File: config.mk
export PLATFORM = sky130hd
export DESIGN_NAME = wdt_timer
export DESIGN_NICKNAME = d
export VERILOG_FILES = /design/src/core/wdt_pkg.sv /design/src/core/wdt_timer.sv /design/src/core/wdt_prescale.sv
export SDC_FILE = /design/constraint.sdc
export NUM_CORES = 1
export LEC_CHECK = 0
export ABC_AREA = 1
export BUFFER_PORTS_ARGS = -buffer_cell sky130_fd_sc_hd__buf_2
export CAP_MARGIN = 20
export CELL_PAD_IN_SITES_DETAIL_PLACEMENT = 1
export CELL_PAD_IN_SITES_GLOBAL_PLACEMENT = 1
export CORE_MARGIN = 8
export CORE_UTILIZATION = 39
export CTS_CLUSTER_DIAMETER = 50
export DETAILED_ROUTE_END_ITERATION = 12
export HOLD_SLACK_MARGIN = 0.05
export PLACE_DENSITY_LB_ADDON = 0.08
export SYNTH_ARGS = -nofsm -noshare
export SYNTH_HDL_FRONTEND = slang
export SYNTH_SLANG_ARGS = --single-unit
File: constraint.sdc
create_clock -name sys_clk -period 3.78 [get_ports sys_clk]
set_input_delay 0.945 -clock sys_clk [delete_from_list [all_inputs] [get_ports sys_clk]]
set_output_delay 0.945 -clock sys_clk [all_outputs]
set_load 0.01 [all_outputs]
File: src/core/wdt_pkg.sv
package wdt_pkg;

  // Register byte addresses on the peripheral bus
  localparam logic [31:0] WDT_CTRL_ADDR   = 32'hb800_101c;
  localparam logic [31:0] WDT_AUX_ADDR    = 32'hb800_1060;
  localparam logic [31:0] WDT_ISTAT_ADDR  = 32'hb800_1064;
  localparam logic [31:0] WDT_IMASK_ADDR  = 32'hb800_1068;

  // Control register field positions
  localparam int unsigned WDT_DIV_BIT     = 10;
  localparam int unsigned WDT_EN_BIT      = 7;
  localparam int unsigned WDT_IE_BIT      = 6;
  localparam int unsigned WDT_IS_LSB      = 4;
  localparam int unsigned WDT_IF_BIT      = 3;
  localparam int unsigned WDT_RF_BIT      = 2;
  localparam int unsigned WDT_RE_BIT      = 1;
  localparam int unsigned WDT_RESTART_BIT = 0;

  // Auxiliary control, interrupt status and mask fields
  localparam int unsigned WDT_TEST_BIT    = 0;
  localparam int unsigned WDT_EV_TIMEOUT  = 0;
  localparam int unsigned WDT_EV_CHIPRST  = 1;

  // Values after reset
  localparam logic [31:0] WDT_CTRL_RESET  = 32'h0000_0000;
  localparam logic [1:0]  WDT_EV_RESET    = 2'h0;

  // Counts in watchdog clocks; the prescaler's last count in crystal edges
  localparam int unsigned WDT_CNT_W       = 21;
  localparam int unsigned WDT_IS_BASE_EXP = 14;
  localparam logic [20:0] WDT_RESET_DELAY_DEF = 21'h0_0400;
  localparam logic [20:0] WDT_RESET_HOLD  = 21'h0_000f;
  localparam logic [7:0]  WDT_PRESCALE_LAST = 8'hff;

  // Counting phases
  typedef enum logic [2:0] {
    WDT_ST_COUNT = 3'b001,
    WDT_ST_WAIT  = 3'b010,
    WDT_ST_RESET = 3'b100
  } wdt_state_t;

endpackage : wdt_pkg

File: src/core/wdt_timer.sv
// Behaviour
// Count clock is the crystal input, divided by 256 when the divide bit is set.
// In test mode the divide bit is ignored; the undivided crystal clock counts.
// Enable bit 7 stops counting at 0 and lets it run at 1.
// Interrupt-enable bit 6 gates the interrupt output toward the controller.
// Interval bits 5:4 select 2^14, 2^16, 2^18 or 2^20 watchdog clocks.
// Reset time-out follows interrupt time-out by a parameterised 1024 watchdog clocks.
// Every time-out sets interrupt flag bit 3, enabled or not.
// Writing 0 leaves the interrupt flag; writing 1 clears it.
// Reset flag bit 2 is set when the watchdog issues a chip reset.
// With reset-enable 0 the watchdog never touches the reset flag.
// Reset-enable bit 1 turns the chip-reset function on or off.
// Writing 1 to restart bit 0 clears the count; the bit reads back 0.
// A missed restart raises the interrupt when interrupt-enable is set.
// Chip reset follows the time-out only with reset-enable set.
// Interrupt request is an active-high level for controller channel 1.
// Chip reset is held for 15 watchdog clocks.
// An up-counter advances per watchdog clock and matches the selected power of two.
`timescale 1ns/1ns
module wdt_timer
  import wdt_pkg::*;
#(
  parameter logic [20:0] RESET_DELAY = WDT_RESET_DELAY_DEF
)(
  input  wire logic        sys_clk,
  input  wire logic        reset,
  input  wire logic        clk_en,
  input  wire logic [31:0] paddr,
  input  wire logic        psel,
  input  wire logic        penable,
  input  wire logic        pwrite,
  input  wire logic [31:0] pwdata,
  input  wire logic [3:0]  pstrb,
  output logic      [31:0] prdata,
  output logic             pready,
  output logic             pslverr,
  input  wire logic        xtal_clk_in,
  output logic             wd_interrupt_request,
  output logic             wd_chip_reset,
  output logic             wd_irq
);

  logic                 xtal_meta;
  logic                 xtal_sync;
  logic                 xtal_prev;
  logic                 xtal_edge;
  logic                 wd_tick;
  logic                 wd_clock_divide_select;
  logic                 wd_enable_bit;
  logic                 wd_interrupt_enable;
  logic [1:0]           wd_interval_select;
  logic                 wd_interrupt_flag;
  logic                 wd_reset_flag;
  logic                 wd_reset_enable;
  logic                 wd_test_mode;
  logic [1:0]           ev_status;
  logic [1:0]           ev_mask;
  wdt_state_t           state;
  wdt_state_t           next_state;
  logic [WDT_CNT_W-1:0] cnt;
  logic [WDT_CNT_W-1:0] next_cnt;
  logic [WDT_CNT_W-1:0] cnt_inc;
  logic [WDT_CNT_W-1:0] limit;
  logic                 timeout_evt;
  logic                 reset_evt;
  logic                 wr_acc;
  logic                 rd_setup;
  logic                 hit_ctrl;
  logic                 hit_aux;
  logic                 hit_istat;
  logic                 hit_imask;
  logic                 hit_any;
  logic                 ctrl_wr_lo;
  logic                 ctrl_wr_hi;
  logic                 restart;
  logic [31:0]          rd_mux;

  // Crystal input crosses into sys_clk through two flops
  always_ff @(posedge sys_clk)
  begin
    if (reset)
    begin
      xtal_meta <= 1'b0;
      xtal_sync <= 1'b0;
      xtal_prev <= 1'b0;
    end
    else if (clk_en)
    begin
      xtal_meta <= xtal_clk_in;
      xtal_sync <= xtal_meta;
      xtal_prev <= xtal_sync;
    end
  end

  // Rising crystal edge, seen only after the synchroniser
  assign xtal_edge = xtal_sync & ~xtal_prev;

  // Watchdog clock tick, divider bypassed in test mode
  wdt_prescale u_prescale (
    .sys_clk (sys_clk),
    .reset   (reset),
    .clk_en  (clk_en),
    .edge_in (xtal_edge),
    .divide  (wd_clock_divide_select & ~wd_test_mode), // see
    .tick    (wd_tick)
  );

  // Bus decode; zero wait states
  assign pready     = 1'b1;
  assign wr_acc     = psel & penable & pwrite;
  assign rd_setup   = psel & ~penable & ~pwrite;
  assign hit_ctrl   = (paddr == WDT_CTRL_ADDR);
  assign hit_aux    = (paddr == WDT_AUX_ADDR);
  assign hit_istat  = (paddr == WDT_ISTAT_ADDR);
  assign hit_imask  = (paddr == WDT_IMASK_ADDR);
  assign hit_any    = hit_ctrl | hit_aux | hit_istat | hit_imask;
  assign pslverr    = psel & penable & ~hit_any;
  assign ctrl_wr_lo = wr_acc & hit_ctrl & pstrb[0];
  assign ctrl_wr_hi = wr_acc & hit_ctrl & pstrb[1];
  assign restart    = ctrl_wr_lo & pwdata[WDT_RESTART_BIT];

  // Control fields written by software
  always_ff @(posedge sys_clk)
  begin
    if (reset)
    begin
      wd_clock_divide_select <= WDT_CTRL_RESET[WDT_DIV_BIT];
      wd_enable_bit          <= WDT_CTRL_RESET[WDT_EN_BIT];
      wd_interrupt_enable    <= WDT_CTRL_RESET[WDT_IE_BIT];
      wd_interval_select     <= WDT_CTRL_RESET[WDT_IS_LSB+1:WDT_IS_LSB];
      wd_reset_enable        <= WDT_CTRL_RESET[WDT_RE_BIT];
    end
    else if (clk_en)
    begin
      if (ctrl_wr_hi)
      begin
        wd_clock_divide_select <= pwdata[WDT_DIV_BIT];
      end
      if (ctrl_wr_lo)
      begin
        wd_enable_bit       <= pwdata[WDT_EN_BIT];
        wd_interrupt_enable <= pwdata[WDT_IE_BIT];
        wd_interval_select  <= pwdata[WDT_IS_LSB+1:WDT_IS_LSB];
        wd_reset_enable     <= pwdata[WDT_RE_BIT];
      end
    end
  end

  // Test mode, interrupt mask
  always_ff @(posedge sys_clk)
  begin
    if (reset)
    begin
      wd_test_mode <= 1'b0;
      ev_mask      <= WDT_EV_RESET;
    end
    else if (clk_en)
    begin
      if (wr_acc & hit_aux & pstrb[0])
      begin
        wd_test_mode <= pwdata[WDT_TEST_BIT];
      end
      if (wr_acc & hit_imask & pstrb[0])
      begin
        ev_mask <= pwdata[1:0];
      end
    end
  end

  // Selected interrupt time-out as a power of two
  assign limit   = WDT_CNT_W'(1) << (WDT_IS_BASE_EXP + 2 * wd_interval_select);
  assign cnt_inc = cnt + WDT_CNT_W'(1);

  // Phase sequencing: count, wait for reset, hold reset
  always_comb
  begin
    next_state  = state;
    next_cnt    = cnt;
    timeout_evt = 1'b0;
    reset_evt   = 1'b0;
    if (restart)
    begin
      next_state = WDT_ST_COUNT;
      next_cnt   = '0;
    end
    else if (wd_enable_bit && wd_tick) // see
    begin
      case (state)
        WDT_ST_COUNT:
        begin
          if (cnt_inc == limit)
          begin
            timeout_evt = 1'b1; // see
            next_state  = WDT_ST_WAIT;
            next_cnt    = '0;
          end
          else
          begin
            next_cnt = cnt_inc;
          end
        end
        WDT_ST_WAIT:
        begin
          if (cnt_inc == RESET_DELAY)
          begin
            next_cnt = '0;
            if (wd_reset_enable)
            begin
              reset_evt  = 1'b1;
              next_state = WDT_ST_RESET;
            end
            else
            begin
              next_state = WDT_ST_COUNT;
            end
          end
          else
          begin
            next_cnt = cnt_inc;
          end
        end
        WDT_ST_RESET:
        begin
          if (cnt_inc == WDT_RESET_HOLD)
          begin
            next_state = WDT_ST_COUNT;
            next_cnt   = '0;
          end
          else
          begin
            next_cnt = cnt_inc;
          end
        end
        default:
        begin
          next_state = WDT_ST_COUNT;
          next_cnt   = '0;
        end
      endcase
    end
  end

  // Phase and count registers
  always_ff @(posedge sys_clk)
  begin
    if (reset)
    begin
      state <= WDT_ST_COUNT;
      cnt   <= '0;
    end
    else if (clk_en)
    begin
      state <= next_state;
      cnt   <= next_cnt;
    end
  end

  // Chip reset drive, straight from the phase flop
  assign wd_chip_reset = (state == WDT_ST_RESET);

  // Sticky flags; a set in the same cycle beats a clear
  always_ff @(posedge sys_clk)
  begin
    if (reset)
    begin
      wd_interrupt_flag <= WDT_CTRL_RESET[WDT_IF_BIT];
      wd_reset_flag     <= WDT_CTRL_RESET[WDT_RF_BIT];
    end
    else if (clk_en)
    begin
      if (timeout_evt)
      begin
        wd_interrupt_flag <= 1'b1;
      end
      else if (ctrl_wr_lo && pwdata[WDT_IF_BIT])
      begin
        wd_interrupt_flag <= 1'b0;
      end
      if (reset_evt)
      begin
        wd_reset_flag <= 1'b1; // see
      end
      else if (ctrl_wr_lo && pwdata[WDT_RF_BIT])
      begin
        wd_reset_flag <= 1'b0;
      end
    end
  end

  // Event status, write one to clear, set wins
  always_ff @(posedge sys_clk)
  begin
    if (reset)
    begin
      ev_status <= WDT_EV_RESET;
    end
    else if (clk_en)
    begin
      for (int i = 0; i < 2; i++)
      begin
        if ((i == WDT_EV_TIMEOUT && timeout_evt) || (i == WDT_EV_CHIPRST && reset_evt))
        begin
          ev_status[i] <= 1'b1;
        end
        else if (wr_acc && hit_istat && pstrb[0] && pwdata[i])
        begin
          ev_status[i] <= 1'b0;
        end
      end
    end
  end

  // Interrupt outputs
  assign wd_interrupt_request = wd_interrupt_flag & wd_interrupt_enable; // see
  assign wd_irq               = |(ev_status & ev_mask);

  // Read data multiplexer
  always_comb
  begin
    rd_mux = 32'h0000_0000;
    if (hit_ctrl)
    begin
      rd_mux[WDT_DIV_BIT]                 = wd_clock_divide_select;
      rd_mux[WDT_EN_BIT]                  = wd_enable_bit;
      rd_mux[WDT_IE_BIT]                  = wd_interrupt_enable;
      rd_mux[WDT_IS_LSB+1:WDT_IS_LSB]     = wd_interval_select;
      rd_mux[WDT_IF_BIT]                  = wd_interrupt_flag;
      rd_mux[WDT_RF_BIT]                  = wd_reset_flag;
      rd_mux[WDT_RE_BIT]                  = wd_reset_enable;
    end
    else if (hit_aux)
    begin
      rd_mux[WDT_TEST_BIT] = wd_test_mode;
    end
    else if (hit_istat)
    begin
      rd_mux[1:0] = ev_status;
    end
    else if (hit_imask)
    begin
      rd_mux[1:0] = ev_mask;
    end
  end

  // Read data captured in the setup cycle
  always_ff @(posedge sys_clk)
  begin
    if (reset)
    begin
      prdata <= 32'h0000_0000;
    end
    else if (clk_en && rd_setup)
    begin
      prdata <= rd_mux;
    end
  end
endmodule : wdt_timer

File: src/core/wdt_prescale.sv
`timescale 1ns/1ns
module wdt_prescale
  import wdt_pkg::*;
(
  input  wire logic sys_clk,
  input  wire logic reset,
  input  wire logic clk_en,
  input  wire logic edge_in,
  input  wire logic divide,
  output logic      tick
);

  logic [7:0] count;

  // One tick per crystal edge, or per 256 edges when dividing
  always_ff @(posedge sys_clk)
  begin
    if (reset)
    begin
      count <= 8'h00;
      tick  <= 1'b0;
    end
    else if (clk_en)
    begin
      tick <= 1'b0;
      if (edge_in)
      begin
        if (!divide)
        begin
          tick  <= 1'b1;
          count <= 8'h00;
        end
        else
        begin
          count <= count + 8'h01;
          if (count == WDT_PRESCALE_LAST)
          begin
            tick <= 1'b1;
          end
        end
      end
    end
  end
endmodule : wdt_prescale

# == Word-level counts from Yosys, hierarchy flattened ==
# Index checks and enable logic that the tools add are counted.
# word_totals
in_bits,75
reg_bits,58
output_inout_bits,37
# classes
eq_ne,14
n_bitwise,25
n_reduce_logical,25
shift,1
muxes,42
addsub,3
# op_table
cell,count
$eq 32x32->1 const B,4
$mux 21,5
$pmux 21 s3,1
$mux 1,25
$add 21x1->21 const B,1
$eq 21x11->1 const B,1
$eq 21x21->1,1
$eq 21x4->1 const B,1
$shl 1x5->21 const A,1
$reduce_and 2->1,10
$mux 3,6
$and 1x1->1,16
$reduce_bool 2->1,5
$pmux 3 s3,1
$add 8x1->8 const B,1
$eq 8x8->1 const B,1
$logic_and 1x1->1,8
$mux 8,1
$mux 6,1
$ne 3x3->1 const B,2
$add 4x3->5 const A,1
$not 1->1,5
$reduce_and 5->1,1
$mux 2,2
7 further kinds,9

# == Logic depth before layout (Yosys ltp) ==
# depth
depth_word,9
depth_mapped,18
ltp_nobuf,17

# == Cells and area by module ==
# A second synthesis with hierarchy kept.
# unflattened
hier_cells,609
hier_area_um2,4061.4
# modules_own_cells
mod,cells_per_inst,area_per_inst_um2,n_inst
wdt_timer,547,3582.2,1
wdt_prescale,62,479.2,1

# == Worst setup path after synthesis ==
# No wires, ideal clock.
# synth_timing
path_kind,in2out
start,input port paddr[30]
end,output port pslverr
n_path_buf,0
stages,6
slack_ns,0.838
required_time_ns,2.835
t_arrival_ns,1.997
path_cell_list,inv_1 -> nand4_1 -> nor4_1 -> nand3_1 -> nand3_1 -> nor3_1
# synth_between
elab_chain_len,6
elab_cells_between_ends,9
# synth_lines
element,line_no,rtl
from (decl),wdt_timer.sv:28,"input wire logic [31:0] paddr,"
$eq 32x32->1 (on tied branches),"wdt_timer.sv:112, wdt_timer.sv:113",
$or 1x1->1 (2 in series),wdt_timer.sv:116,assign hit_any = hit_ctrl | hit_aux | hit_istat | hit_imask;
$or 1x1->1 (*),wdt_timer.sv:116,
$not 1->1 (*),wdt_timer.sv:117,assign pslverr = psel & penable & ~hit_any;
$and 1x1->1 (*),wdt_timer.sv:117,
to (decl),wdt_timer.sv:36,"output logic pslverr,"
# Mark *: on every way between the ends. The rest lies on a longest branch, timed or not.

# == Final worst setup path ==
# layout_timing
start,input port paddr[1]
end,output port pslverr
# Same word-level chain as after synthesis.

==> metrics <==
DR DRC count 0; Critical Path RT 2.83 ns; Yosys reg bits 58; PostCTS Resize Cnt 0; Pwr Density 316 nW/um^2; hold_buf cts 0; total track usage 18.8%; Final setup viols 0; FP Rows 37; Clock Tree Buf Depth 2; Tightest Pin Transition approximately 0.9 ns; total core area 10100 um^2; Cell Area, Synth 3960 um^2; Filler Cell Count 1425; largest net degree at the start of global routing 36; die area between 10000 and 15000 um^2; Post-synth top cells nand2_1, inv_1, nor2_1; DR WL/cell 14.8 um; initial core utilization 39.3%; Synth Area per Inst 6.47 um^2; share of cells above drive strength 1 a little under a fifth; fmax approximately 320 MHz; clock sink count 58; IO Count 112; Hold Vio Cnt, Final 0; final wirelength around 12 mm; hold_ws between 0.4 and 0.5 ns; Seq/Total Area, Yosys 29.3%; Reg clk slew, reported paths 0.08 ns; Die Width 117 um; worst vdd ir 0.167 mV; Post-synth ARST share 0%; Initial DRC Count between 100 and 150; drt first pass iters 4; min Tclk post-route 3.11 ns; Seq pwr share a little over two fifths; Post-synth EDFFs 0; fin crit share 82.4%; final RePlAce weighted congestion 0.831; clk_skew 0.0110 ns; root buffer cell clkbuf_8; Clk pwr share around half; CP Class in2out; number of I/O port buffers between 60 and 70; Reg2Reg Launch Point cnt[0]; Net Sw Frac roughly 24%; vias per cell 4.96; Netlist cell types 39; Post-DRT Antenna Nets 0; postcts setup bufs 0; RSZ-0062 raised after global routing false; via count roughly 4k; worst hold path class reg2reg; area share of the largest cell type after synthesis 29.3%; P_leak 1.91 nW; antenna violations before repair 0; CTS Buf Count 9; TritonCTS clock tree yes; Synth area leader dfxtp_1; min-delay src xtal_prev; crit path capture type primary output; Slew Viols, Final 0; synth top area cells dfxtp_1, nand2_1, inv_1, nor2_1, nand3_1; vias in the first global route 4286; Worst slew margin 40.7%; Final TNS setup 0 ns; sw power 349 uW; cells on worst reg2reg path 16; Die Height 117 um; CP Launch Type input port; Area Overhead vs Synth 14.9%; max cap viols 0; Synth Warn # 0; Nets 755; Comb power frac 6.1%; origin of the worst setup path paddr[1]; Int Power between 1 and 1.5 mW; Critical Path Fanout Max 4; Hold Path Depth 2; status finished clean; count leader, synth nand2_1; H-tree depth 3; grt ovf 0; Syn Inst Count about 610; Main synth FF type dfxtp_1; n_diodes 0; Post-DP HPWL 9.62 mm; crit path DAT 2.17 ns; first-pass GRT wire length 20.3 mm; clk_lat worst skew roughly 0.34 ns
## area by class of cell
class / instances / area (um^2) / area share (%)
clock buffers: 9 / 124 / 2.72
inverters: 88 / 330 / 7.25
flip-flops and latches: 58 / 1160 / 25.5
clock inverters: 7 / 125 / 2.75
well taps: 136 / 170 / 3.74
repair buffers: 66 / 340 / 7.47
multi-input cells: 453 / 2300 / 50.6
## placed cells by master (no fill, tap or decap), drive strengths merged, types with 2 or more instances in the layout
cell type,n
nand2,134
a211oi,12
clkbuf,9
or2,2
nand3,55
bufinv,3
o21ai,38
clkinv,4
o22ai,2
a21oi,34
dfxtp,58
nand4,22
o21a,4
ha,4
nand3b,4
xor2,3
buf,66
nor3,13
inv,88
nor3b,4
conb,24
nor2,89
nor4,5
## power by group through the flow
| stage | Sequential (mW) | Combinational (mW) | Clock [mW] |
|---|---|---|---|
| after detailed placement | 0.633 | 0.0879 | 0 |
| final | 0.619 | 0.0879 | 0.734 |
| after global routing | 0.619 | 0.100 | 0.783 |
| after floorplan | 0.634 | 0.0606 | 0 |
| after CTS | 0.619 | 0.0879 | 0.755 |
| after global placement | 0.633 | 0.0842 | 0 |
## state kept, by name, indices dropped and copies added, names as in the netlist, 2 cells and up
register,flops
wd_interval_select,2
prdata,9
ev_status,2
cnt,21
u_prescale.count,8
state,3
ev_mask,2
## path summary, 6_finish.rpt
path                            slack, ns        end
worst max-delay path                 0.67    pslverr
worst min-delay path                 0.47  xtal_prev
worst max register to register       1.00    cnt[12]
worst min register to register       0.47  xtal_prev
## logic make-up (layout without fill, tap and decap cells)
group / after synthesis / after routing / share of synthesized area (%)
AND/OR/NAND/NOR: 328 / 328 / 39.3
buffers and inverters: 124 / 170 / 14.7
AO/OA/AOI/OAI: 93 / 93 / 14.4
flip-flops: 58 / 58 / 29.3
adder cells (fa/ha/maj): 4 / 4 / 1.26
XOR/XNOR: 4 / 4 / 0.884
other: 2 / 24 / 0.189
## through the flow
stage	setup WS [ns]	total power, mW	util [%]	instance area [um^2]	std cells
after CTS	0.653	1.46	45.1	4550	817
after detailed placement	0.653	0.721	42.6	4300	801
after global placement	0.659	0.718	42.6	4300	801
final	0.666	1.44	45.1	4550	817
after floorplan	0.838	0.694	-	4050	635
after global routing	0.511	1.50	45.1	4550	817
## layer usage
metal	GRT usage (%)	part of all wire, %	up-vias
met1	22.2	45	1888
met3	4.52	3.8	13
li1	-	-	2084
met2	33.4	50	65
met5	0	0	-
met4	4.86	1.1	0
## worst max-delay path: stages
cell	delay, ns
buf_2	0.09
or2_1	0.26
nor4_1	0.34
nand3_1	0.21
nand3_1	0.13
nor3_1	0.05
buf_2	0.14
Power figures use the tool's default switching activity.
